**config.mk**
```make
export PLATFORM = sky130hd
export DESIGN_NAME = bps_supervisor
export DESIGN_NICKNAME = d
export VERILOG_FILES = /design/src/inc/bps_pkg.sv /design/src/verilog/bps_ret_mem.sv /design/src/verilog/bps_supervisor.sv
export VERILOG_INCLUDE_DIRS = /design/src /design/src/inc
export SDC_FILE = /design/constraint.sdc
export NUM_CORES = 1
export LEC_CHECK = 0
export BUFFER_PORTS_ARGS = -buffer_cell sky130_fd_sc_hd__buf_2
export CORE_MARGIN = 2
export CORE_UTILIZATION = 58
export CTS_BUF_LIST = sky130_fd_sc_hd__clkbuf_8 sky130_fd_sc_hd__clkbuf_16
export DETAILED_ROUTE_END_ITERATION = 6
export PLACE_DENSITY = 0.81
export SLEW_MARGIN = 20
export SYNTH_ARGS = -nofsm -noshare
export SYNTH_HDL_FRONTEND = slang
export SYNTH_SLANG_ARGS = --single-unit
```
**constraint.sdc**
```tcl
create_clock -name sys_clk -period 3.62 [get_ports sys_clk]
set_clock_uncertainty 0.05 [all_clocks]
set_input_delay 0.181 -clock sys_clk [delete_from_list [all_inputs] [get_ports sys_clk]]
set_output_delay 0.181 -clock sys_clk [all_outputs]
set_load 0.02 [all_outputs]
```
**src/inc/bps_defs.svh**
```systemverilog
/*
 * Named constants of the bypass serial supervisor: codes, limits, times.
 * Assumes inclusion by bare name from the design files.
 */
`ifndef BPS_DEFS_SVH
`define BPS_DEFS_SVH

// ****************************************************************
// Clock and time base
// ****************************************************************
`define BPS_CLK_NS 5
`define BPS_MS_NS 1000000
`define BPS_TENTH_MS 17'h64

// ****************************************************************
// Protocol and parity codes
// ****************************************************************
`define BPS_PROTO_BACNET 2'h3
`define BPS_PAR_NONE 2'h0
`define BPS_PAR_EVEN 2'h1
`define BPS_PAR_ODD 2'h2

// ****************************************************************
// Loss reaction codes
// ****************************************************************
`define BPS_REACT_IGNORE 3'h0
`define BPS_REACT_ALARM 3'h1
`define BPS_REACT_FAULT 3'h2
`define BPS_REACT_FAULT_OPEN 3'h3
`define BPS_REACT_PRESET 3'h4

// ****************************************************************
// Retention codes and retained word layout
// ****************************************************************
`define BPS_RET_NONE 2'h0
`define BPS_RET_REF 2'h1
`define BPS_RET_RUN 2'h2
`define BPS_RET_BOTH 2'h3
`define BPS_ADDR_FREQ 1'h0
`define BPS_ADDR_CMD 1'h1
`define BPS_CMD_RETAIN_MASK 16'h07ff
`define BPS_CMD_FAULT_RESET 11
`define BPS_CMD_RUN_FWD 0
`define BPS_CMD_RUN_REV 1

// ****************************************************************
// Range limits
// ****************************************************************
`define BPS_SPEED_MAX 10'h258
`define BPS_ID_HIGH_MAX 16'h003f

`endif

```
**src/inc/bps_pkg.sv**
```systemverilog
/*
 * Types of the bypass serial supervisor: restore sequence and state record.
 * Assumes the constants header sits on the include path.
 */
package bps_pkg;

    // Restore sequence after power returns.
    typedef enum logic [1:0] {
        ST_RD_FREQ = 2'b00,
        ST_RD_CMD = 2'b01,
        ST_APPLY = 2'b10,
        ST_RUN = 2'b11
    } bps_state_t;

    // Whole state of the supervisor in one record.
    typedef struct packed {
        logic [7:0] sync1;
        logic [7:0] sync2;
        logic [17:0] div;
        logic [16:0] ms_cnt;
        logic loss;
        logic [24:0] dly_cnt;
        logic dly_run;
        logic tx_go;
        bps_state_t st;
        logic [15:0] freq_ref;
        logic [11:0] cmd;
        logic alarm;
        logic ext_fault;
        logic k3_open;
        logic preset;
        logic [15:0] speed;
        logic [7:0] merged;
        logic [1:0] parity;
        logic [21:0] inst_id;
    } bps_state_rec_t;

endpackage

```
**src/verilog/bps_ret_mem.sv**
```systemverilog
/*
 * Retained command store: a tiny memory whose contents survive a reset.
 * Assumes one writer and one reader on the same clock; read data registered.
 */
`timescale 1ns/1ps
`include "bps_defs.svh"

module bps_ret_mem #(
    parameter int WIDTH = 16,
    parameter int DEPTH = 2
) (
    // Clock and reset.
    input wire logic sys_clk,
    input wire logic arst_n,
    // Write port.
    input wire logic we,
    input wire logic waddr,
    input wire logic [WIDTH-1:0] wdata,
    // Read port.
    input wire logic raddr,
    output logic [WIDTH-1:0] rdata_q
);

    // ****************************************************************
    // Storage
    // ****************************************************************
    // The array has no reset on purpose: it stands for non-volatile cells.
    logic [WIDTH-1:0] mem [DEPTH];

    // Write side.
    always_ff @(posedge sys_clk) begin
        if (we) begin
            mem[waddr] <= wdata;
        end
    end

    // Registered read, cleared only by reset.
    always_ff @(posedge sys_clk or negedge arst_n) begin
        if (!arst_n) begin
            rdata_q <= '0;
        end else begin
            rdata_q <= mem[raddr];
        end
    end

endmodule // bps_ret_mem

```
**src/verilog/bps_supervisor.sv**
```systemverilog
/*
 * Bypass serial supervisor: parity choice, response delay, loss detection
 * and reaction, preset speed, instance identifier, input merge, retention.
 * Assumes the protocol engine on sys_clk gives one-cycle frame and command
 * pulses and a word write port; physical inputs come from pins.
 */
`timescale 1ns/1ps
`include "bps_defs.svh"

// Behaviour
// - Parity codes none, even, odd
// - BACnet active ignores parity selection
// - Loss declared once silence reaches loss time
// - Loss time 0..99.9 s; zero disables
// - Reaction 0 ignores, 1 alarms only
// - Reaction 2 sends external fault
// - Reaction 3 faults and opens contactor
// - Reaction 4 alarms, runs preset speed
// - Preset speed 0..60 Hz, reaction 4
// - Response waits programmed 0..99 ms
// - Instance id: low word, high capped 3Fh
// - Detect enable zero suppresses any reaction
// - Input select zero ignores network inputs
// - Input select one ORs eight inputs
// - Restore commands except fault reset bit
// - Retention code picks reference, commands, both
// - Retention only under BACnet with serial source
// - Retained commands are eleven bypass objects
// - Restored run may start without message
module bps_supervisor #(
    parameter int MS_CYCLES = `BPS_MS_NS / `BPS_CLK_NS
) (
    // Clock and reset.
    input wire logic sys_clk,
    input wire logic arst_n,
    // Configuration.
    input wire logic [1:0] protocol_select,
    input wire logic [1:0] parity_select,
    input wire logic [2:0] loss_reaction_select,
    input wire logic [9:0] loss_time,
    input wire logic [6:0] response_delay,
    input wire logic [15:0] instance_id_low,
    input wire logic [15:0] instance_id_high,
    input wire logic [9:0] cable_loss_speed,
    input wire logic loss_detect_enable,
    input wire logic net_input_select,
    input wire logic [1:0] command_retention_select,
    input wire logic speed_ref_serial,
    input wire logic run_cmd_serial,
    // Protocol engine events and command writes.
    input wire logic frame_ok,
    input wire logic cmd_received,
    input wire logic net_wr,
    input wire logic net_addr,
    input wire logic [15:0] net_wdata,
    // Digital inputs.
    input wire logic [7:0] physical_inputs,
    input wire logic [7:0] net_inputs,
    // Serial link settings and timing.
    output logic [1:0] parity_mode,
    output logic tx_ready,
    output logic [21:0] device_instance,
    // Loss supervision.
    output logic comm_loss,
    output logic comm_loss_alarm,
    output logic network_external_fault,
    output logic bypass_contactor_open,
    output logic preset_active,
    // Commands toward drive and bypass.
    output logic [15:0] speed_ref_out,
    output logic [11:0] cmd_out,
    output logic run_cmd,
    output logic [7:0] merged_inputs,
    output logic ready
);

    // ****************************************************************
    // State and memory wiring
    // ****************************************************************
    bps_pkg::bps_state_rec_t s_q; // Registered state.
    bps_pkg::bps_state_rec_t s_d; // Next state.
    logic [15:0] mem_rdata; // Registered read data of the store.
    logic mem_raddr; // Word being read during restore.
    logic [15:0] mem_wdata; // Word stored, fault reset stripped.
    logic [16:0] loss_limit; // Loss time in milliseconds.
    logic ret_ok; // Retention is allowed in this setup.

    // Restore reads the reference first, then the command word.
    assign mem_raddr = (s_q.st == bps_pkg::ST_RD_CMD) ?
                       `BPS_ADDR_CMD : `BPS_ADDR_FREQ;

    // The fault reset bit never reaches the store.
    assign mem_wdata = (net_addr == `BPS_ADDR_CMD) ?
                       (net_wdata & `BPS_CMD_RETAIN_MASK) : net_wdata;

    // Tenths of a second become milliseconds.
    assign loss_limit = 17'(loss_time) * `BPS_TENTH_MS;

    // Retention needs BACnet and a serial reference or run source.
    assign ret_ok = (protocol_select == `BPS_PROTO_BACNET) &&
                    (speed_ref_serial || run_cmd_serial);

    // Every accepted write also lands in the retained store.
    bps_ret_mem #(
        .WIDTH(16),
        .DEPTH(2)
    ) u_mem (
        .sys_clk(sys_clk),
        .arst_n(arst_n),
        .we(net_wr && (s_q.st == bps_pkg::ST_RUN)),
        .waddr(net_addr),
        .wdata(mem_wdata),
        .raddr(mem_raddr),
        .rdata_q(mem_rdata)
    );

    // ****************************************************************
    // Helper functions
    // ****************************************************************
    // True when the restore code covers the given part.
    function automatic logic ret_has(input logic [1:0] code,
                                     input logic [1:0] part);
        ret_has = (code == `BPS_RET_BOTH) || (code == part);
    endfunction

    // True when the active reaction matches one of two codes.
    function automatic logic react_is(input logic [2:0] code,
                                      input logic [2:0] a,
                                      input logic [2:0] b);
        react_is = (code == a) || (code == b);
    endfunction

    // ****************************************************************
    // Next-state logic
    // ****************************************************************
    // One process computes the whole record; outputs are taken from it.
    always_comb begin
        logic act; // Loss present and supervision enabled.
        logic [2:0] rc; // Reaction code in use.
        s_d = s_q;
        act = 1'b0;
        rc = loss_reaction_select;

        // Pin inputs pass two flops before anything reads them.
        s_d.sync1 = physical_inputs;
        s_d.sync2 = s_q.sync1;

        // Merge network inputs only when selected.
        if (net_input_select) begin
            s_d.merged = s_q.sync2 | net_inputs;
        end else begin
            s_d.merged = s_q.sync2;
        end

        // Parity follows its code, but BACnet frames carry none.
        if (protocol_select == `BPS_PROTO_BACNET) begin
            s_d.parity = `BPS_PAR_NONE;
        end else if (parity_select == `BPS_PAR_EVEN ||
                     parity_select == `BPS_PAR_ODD) begin
            s_d.parity = parity_select;
        end else begin
            s_d.parity = `BPS_PAR_NONE;
        end

        // High word is capped so the identifier stays in range.
        if (instance_id_high > `BPS_ID_HIGH_MAX) begin
            s_d.inst_id = {6'h3f, instance_id_low};
        end else begin
            s_d.inst_id = {instance_id_high[5:0], instance_id_low};
        end

        // Loss timer: a good frame restarts the millisecond phase too,
        // so silence is measured from the frame itself.
        if (frame_ok) begin
            s_d.div = '0;
            s_d.ms_cnt = '0;
            s_d.loss = 1'b0;
        end else if (loss_time == 10'h000) begin
            // Zero loss time switches supervision off.
            s_d.div = '0;
            s_d.ms_cnt = '0;
            s_d.loss = 1'b0;
        end else if (s_q.div == 18'(MS_CYCLES - 1)) begin
            s_d.div = '0;
            if (!s_q.loss) begin
                s_d.ms_cnt = s_q.ms_cnt + 17'h00001;
                // Silence reached the limit.
                if (s_q.ms_cnt + 17'h00001 >= loss_limit) begin
                    s_d.loss = 1'b1;
                end
            end
        end else begin
            s_d.div = s_q.div + 18'h00001;
        end

        // Reactions are gated by the detection enable.
        act = s_q.loss && loss_detect_enable;
        // Codes 1 and 4 alarm; code 0 does nothing.
        s_d.alarm = act && react_is(rc, `BPS_REACT_ALARM, `BPS_REACT_PRESET);
        // Codes 2 and 3 send the external fault.
        s_d.ext_fault = act && react_is(rc, `BPS_REACT_FAULT,
                                        `BPS_REACT_FAULT_OPEN);
        // Code 3 also opens the bypass contactor.
        s_d.k3_open = act && (rc == `BPS_REACT_FAULT_OPEN);
        // Code 4 keeps running at the capped preset speed.
        s_d.preset = act && (rc == `BPS_REACT_PRESET);
        if (s_d.preset) begin
            if (cable_loss_speed > `BPS_SPEED_MAX) begin
                s_d.speed = 16'(`BPS_SPEED_MAX);
            end else begin
                s_d.speed = 16'(cable_loss_speed);
            end
        end else begin
            s_d.speed = s_q.freq_ref;
        end

        // Response delay in whole milliseconds; zero answers two edges after the command.
        s_d.tx_go = 1'b0;
        if (cmd_received) begin
            s_d.dly_cnt = 25'(response_delay) * 25'(MS_CYCLES);
            s_d.dly_run = 1'b1;
        end else if (s_q.dly_run) begin
            if (s_q.dly_cnt == 25'h0000000) begin
                s_d.dly_run = 1'b0;
                s_d.tx_go = 1'b1;
            end else begin
                s_d.dly_cnt = s_q.dly_cnt - 25'h0000001;
            end
        end

        // Restore sequence, then live command writes.
        case (s_q.st)
            bps_pkg::ST_RD_FREQ: begin
                s_d.st = bps_pkg::ST_RD_CMD;
            end
            bps_pkg::ST_RD_CMD: begin
                // Reference word is on the read port now.
                if (ret_ok && ret_has(command_retention_select,
                                      `BPS_RET_REF)) begin
                    s_d.freq_ref = mem_rdata;
                end
                s_d.st = bps_pkg::ST_APPLY;
            end
            bps_pkg::ST_APPLY: begin
                // Eleven command objects, never the fault reset.
                if (ret_ok && ret_has(command_retention_select,
                                      `BPS_RET_RUN)) begin
                    s_d.cmd = mem_rdata[11:0] & 12'h7ff;
                end
                s_d.st = bps_pkg::ST_RUN;
            end
            bps_pkg::ST_RUN: begin
                if (net_wr && net_addr == `BPS_ADDR_FREQ) begin
                    s_d.freq_ref = net_wdata;
                end else if (net_wr) begin
                    s_d.cmd = net_wdata[11:0];
                end
            end
            default: begin
                s_d.st = bps_pkg::ST_RUN;
            end
        endcase
    end

    // ****************************************************************
    // State register
    // ****************************************************************
    // Reset clears the record; the store keeps its words through it.
    always_ff @(posedge sys_clk or negedge arst_n) begin
        if (!arst_n) begin
            s_q <= '0;
        end else begin
            s_q <= s_d;
        end
    end

    // ****************************************************************
    // Outputs
    // ****************************************************************
    assign parity_mode = s_q.parity;
    assign tx_ready = s_q.tx_go;
    assign device_instance = s_q.inst_id;
    assign comm_loss = s_q.loss;
    assign comm_loss_alarm = s_q.alarm;
    assign network_external_fault = s_q.ext_fault;
    assign bypass_contactor_open = s_q.k3_open;
    assign preset_active = s_q.preset;
    assign speed_ref_out = s_q.speed;
    assign cmd_out = s_q.cmd;
    // A restored run command may start the unit before any message.
    assign run_cmd = s_q.cmd[`BPS_CMD_RUN_FWD] | s_q.cmd[`BPS_CMD_RUN_REV];
    assign merged_inputs = s_q.merged;
    assign ready = (s_q.st == bps_pkg::ST_RUN);
endmodule // bps_supervisor

```
---- After elaboration in Yosys (flattened, before gate mapping) ----
Memories as Yosys holds them, arrays and structs flattened. A register that Yosys moved wholly into a read port is not among the register bits.
Index checks and enable logic that the tools add are counted.
storage, ports and cells
  input port bits ......................... 110
  RAM bits ................................ 32
  register bits ........................... 161
  word-level logic and storage cells ...... 110
  memories kept ........................... 1
  output and inout port bits .............. 68
memory list
  memory     words  bits a word  read ports  clocked after Yosys merged registers in  write ports  RTL line           text
  u_mem.mem  2      16           1           1                                        1            bps_ret_mem.sv:28  logic [WIDTH-1:0] mem [DEPTH];
cells by class
  multiplexer cells ....................... 29
  $add $sub $neg .......................... 3
  reductions and logical operators ........ 29
  order comparisons ....................... 3
  multiply operators ...................... 2
  bitwise operators ....................... 3
  equal/unequal tests ..................... 21
operators by type and width
  kind                   count
  $mux 36                2
  $mux 16                4
  $mux 18                3
  $mux 12                3
  $pmux 16 s2            1
  $mux 27                1
  $mux 26                1
  $logic_not 25->1       1
  $mux 25                1
  $sub 25x1->25 const B  1
  $pmux 12 s2            1
  $mux 22                1
  $mul 7x12->19 const B  1
  $add 18x1->18 const B  1
  $eq 18x18->1 const B   1
  $add 17x1->17 const B  1
  $ge 17x17->1           1
  $gt 16x6->1 const B    1
  $mul 10x5->15 const B  1
  $eq 2x2->1 const B     6
  $gt 10x10->1 const B   1
  $logic_and 1x1->1      10
  $logic_not 10->1       1
  $mux 10                1
  22 further kinds       44

---- Logic depth before layout (Yosys ltp) ----
  depth in word-level cells ............... 7
  gate-level depth with buffers ........... 19
  mapped depth without buffers ............ 19

---- Hierarchy ----
Synthesis repeated with hierarchy kept, for this count alone.
second synthesis, totals
  cells, all modules ...................... 1,112
  area, all modules ....................... 11,896.4 sq um
by module, submodules not included
  module          cells each  area an instance (sq um)  instances  seq. area each (sq um)
  bps_supervisor  1,044       10,273.6                  1          4,028.9
  bps_ret_mem     68          1,622.8                   1          1,361.3

---- Least setup slack after synthesis ----
Ideal clock, no wire load.
  path type ............................... in2reg
  start point ............................. in loss_time[2]
  end point ............................... reg s_q (netlist bit comm_loss)
  arrival ................................. 3,460 ps
  path slack .............................. -20 ps
  setup time .............................. 130 ps
  data required time ...................... 3,440 ps
  path buffers ............................ 0
  stages on the path ...................... 17
  path through ............................ inv_1 ha_1 ha_1 fa_1 ha_1 nor2b_1 o21ai_0 a21oi_1 a211o_1 a2111o_1 o211ai_1 ha_1 a211o_1 inv_1 a21oi_1 o21ai_0 a31oi_1
on the way
  word-level cells in the longest chain between the ends .. 7
  elaborated cells between the ends (all ways) .. 9
  classes of those cells .................. mul (1); order compare (1); mux (5); reduce/logical (2)
RTL lines
  element                  RTL line               text
  start: declaration       bps_supervisor.sv:40   input wire logic [9:0] loss_time,
  $mul 10x5->15 (no line)  -
  $ge 17x17->1             bps_supervisor.sv:188  if (s_q.ms_cnt + 17'h00001 >= loss_limit) begin
  $mux 1                   bps_supervisor.sv:188
  $mux 18                  bps_supervisor.sv:185  if (!s_q.loss) begin
  $mux 18                  bps_supervisor.sv:183  end else if (s_q.div == 18'(MS_CYCLES - 1)) begin
  $mux 36                  bps_supervisor.sv:178  end else if (loss_time == 10'h000) begin
  $mux 36                  bps_supervisor.sv:174  if (frame_ok) begin
  end signal: assignment   bps_supervisor.sv:271  s_q <= '0;
  end signal: assignment   bps_supervisor.sv:273  s_q <= s_d;
  end: declaration         bps_supervisor.sv:80   bps_pkg::bps_state_rec_t s_q;
Several ways; a longest one is shown, not always the timed one. The select of a mux whose other input is x is not followed.
A chain may end at the register's enable or synchronous reset.

---- Worst setup path in the final report ----
  start point ............................. in loss_time[3]
  end point ............................... reg s_q (netlist bit comm_loss)
The elaborated chain is that of the path after synthesis.

==> results.json <==
{
  "p_leak_nw": 6.869,
  "h-tree-depth": 1,
  "final_cell_mix": "177 x dfrtp_1, 176 x buf_2, 115 x ha_1, 93 x nor2_1, 82 x dlygate4sd3_1",
  "synth.distinct_cells": 66,
  "cp.required_ns": 3.94,
  "clockRootBuffer": "clkbuf_16",
  "cap_violations": 0,
  "cts_buffers": 23,
  "timing.final.crit_share_pct": 93.48,
  "drc": 0,
  "ys_async_sr_fraction_pct": 84.69,
  "port_buffers": 177,
  "layout_commonest_cell": "dfrtp_1",
  "setup_viol": 0,
  "die_area_mm2": 0.02103,
  "crit_slowest_cell": "fa_1",
  "critPathMaxStageDelay_ns": 0.48,
  "drt_iter0_markers": 534,
  "start_kind": "primary input",
  "period_minus_slack_ns": 3.384,
  "grt_pass1_vias": 8814,
  "synth_top_area_share_pct": 38.41,
  "dr.pass1.iters": 5,
  "worstMarginPinSlew_ns": 0.9066,
  "synth_area_per_cell_um2": 10.67,
  "initial_utilization_pct": 59.25,
  "layout-drive-gt1-share_pct": 22.64,
  "outcome": "complete, no violations",
  "antenna_left": 0,
  "ys_ff_latch": 209,
  "grt_overflow": 0,
  "yosysWarnings": 0,
  "tritoncts": "done",
  "critPathKind": "in2reg",
  "hold_violations": 0,
  "power.density_mw_per_mm2": 479.4,
  "via_per_inst": 5.281,
  "post-cts-setup-buffers": 0,
  "end_kind": "flop",
  "holdCritPathClass": "in2reg",
  "area_growth_pct": 22.26,
  "grt_usage_pct": 24.55,
  "crit_arrival_ns": 3.70,
  "core_area_mm2": 0.01946,
  "max_slew_margin_pct": 39.56,
  "fmax_ghz": 0.2955,
  "syn-num-nets": 1318,
  "synth.area.top_cells": "dfrtp_1 38%, ha_1 12%, edfxtp_1 8.3%",
  "grt_pass1_wl_mm": 42.66,
  "cp_num_buf_inv": 3,
  "fin_util_pct": 72.45,
  "die_w_um": 145.0,
  "via_count": 8444,
  "netlist_area_mm2": 0.01153,
  "cts_hold_buf": 82,
  "clkSinkCount": 209,
  "drv_slew": 0,
  "path_cells": "buf_2, inv_1, ha_1, ha_1, fa_1, ha_1, nor2b_1, o21ai_1, a21oi_1, a211o_1, a2111o_1, o211ai_1, ha_1, a211o_1, inv_1, a21oi_1, o21ai_0, a31oi_1",
  "synth_seq_area_share_pct": 46.74,
  "clkTransAtPathRegs_ns": 0.06,
  "dieHeight_um": 145.0,
  "finish.net_count": 1554,
  "placed_area_mm2": 0.01248,
  "antenna_found_initial": 0,
  "cts.path.max_buffers": 3,
  "gp_congestion": 0.8691,
  "synth-main-ff-cell": "dfrtp_1",
  "insertion_delay_ns": 0.51,
  "critPathTopFamily": "adder cells",
  "reg2reg_slack_ns": 0.68,
  "antenna_cells": 0,
  "rsz0062_at_grt": "no",
  "synth_top_area_cell": "dfrtp_1",
  "io_pins": 178,
  "rows": 51,
  "synth_edf_count": 32,
  "path_max_fanout": 3,
  "routedWlPerCell_um": 16.01,
  "peakVddDrop_v": 0.0004597,
  "grt_max_degree": 116,
  "synthCells": 1081,
  "cts_resized": 0,
  "fin_area_mm2": 0.01410,
  "cp_common_cell": "ha_1",
  "postRouteWirelength_mm": 25.59,
  "n_fill_cell": 1338,
  "post-dp-hpwl_mm": 16.92
}
-- registers in the layout, summed over array words and instances, names as in the netlist --
name / flops
bypass_contactor_open: 1
cmd_out: 12
comm_loss: 1
comm_loss_alarm: 1
device_instance: 22
merged_inputs: 8
network_external_fault: 1
parity_mode: 2
preset_active: 1
s_d: 8
s_q: 87
speed_ref_out: 16
tx_ready: 1
u_mem.mem: 32
u_mem.rdata_q: 16
-- cell families after synthesis --
group | after synthesis | share of synthesized area, %
muxes | 36 | 3.298
xor gates and xnor gates | 76 | 5.772
DFF | 209 | 46.74
and+or+nand+nor | 305 | 13.21
adders and majority gates | 127 | 14.56
buffers and inverters | 160 | 7.334
AOI/OAI and AO/OA | 168 | 9.081
-- stage by stage --
step	setup WS (ns)	setup TNS [ns]	instances	total power (W)	hold slack, ns
floorplan	0.03376	0	1081	0.003841	-0.1646
global placement	-0.1907	-0.1945	1475	0.004247	0.2385
detailed placement	-0.2834	-0.3886	1475	0.004304	0.2406
CTS	0.2259	0	1599	0.006778	0.02169
global route	0.03393	0	1599	0.007135	0.02839
finish	0.2361	0	1599	0.006759	0.02844
-- worst reg2reg max path, cell delays in order, from the launching register on --
cell     delay [ns]
dfrtp_1        0.41
ha_1           0.24
and3_1         0.21
nand4_1        0.26
or2_2          0.47
nor2_1         0.15
xor2_1         0.09
ha_1           0.20
a21o_1         0.18
a211o_1        0.30
inv_1          0.06
a21oi_1        0.05
o21ai_0        0.09
a31oi_1        0.05
-- metal layers --
layer / GRT usage, % / share of wire, % / up-vias
met5: 0 / 0 / -
met4: 6.832 / 2.7 / 0
met3: 2.830 / 3.8 / 54
met2: 44.93 / 52 / 202
met1: 30.80 / 41 / 4045
li1: - / - / 4143
-- final cells by class --
| cell class | count | area, um^2 | share of cell area [%] |
|---|---|---|---|
| Sequential cell | 209 | 5390 | 38.23 |
| Multi-Input combinational cell | 712 | 5300 | 37.59 |
| Timing Repair Buffer | 299 | 2016 | 14.30 |
| Clock buffer | 30 | 683.2 | 4.845 |
| Tap cell | 265 | 331.6 | 2.352 |
| Inverter | 72 | 270.3 | 1.917 |
| Clock inverter | 12 | 108.9 | 0.7720 |
-- path summary, 6_finish.rpt --
path | from | endpoint | cells past startpoint
min reg2reg | s_d[145] | s_q[145] | 0
max | loss_time[3] | comm_loss | 18
min | net_wdata[15] | u_mem.mem[0][15] | 2
max in group asynchronous | arst_n | device_instance[15] | 3
min in group asynchronous | arst_n | u_mem.rdata_q[2] | 2
max reg2reg | s_q[110] | comm_loss | 13
-- report_power, final --
part / switching (W) / total (W) / internal (W)
clock: 0.000929 / 0.00239 / 0.00146
combinational: 0.000877 / 0.00163 / 0.000753
sequential: 0.000146 / 0.00274 / 0.00259
total: 0.00195 / 0.00676 / 0.00481
-- cells in the mapped netlist (4+ instances only) --
cell	count
clkbuf_1	24
a31oi_1	7
inv_1	71
a21oi_1	65
a21o_1	15
nand2_1	64
a211oi_1	4
xor2_1	45
and3_1	12
mux2i_1	20
and2_1	13
mux2_2	16
a22o_1	4
nand3_1	22
edfxtp_1	32
and4_1	4
or2_2	13
xnor2_1	31
nor2b_1	11
nor4_1	9
or3_1	10
o21ai_0	38
ha_1	115
fa_1	12
nand4_1	12
buf_4	60
nor3_2	4
nor2_1	93
dfrtp_1	177
nor3_1	19
or3_2	4
Power figures use the tool's default switching activity.
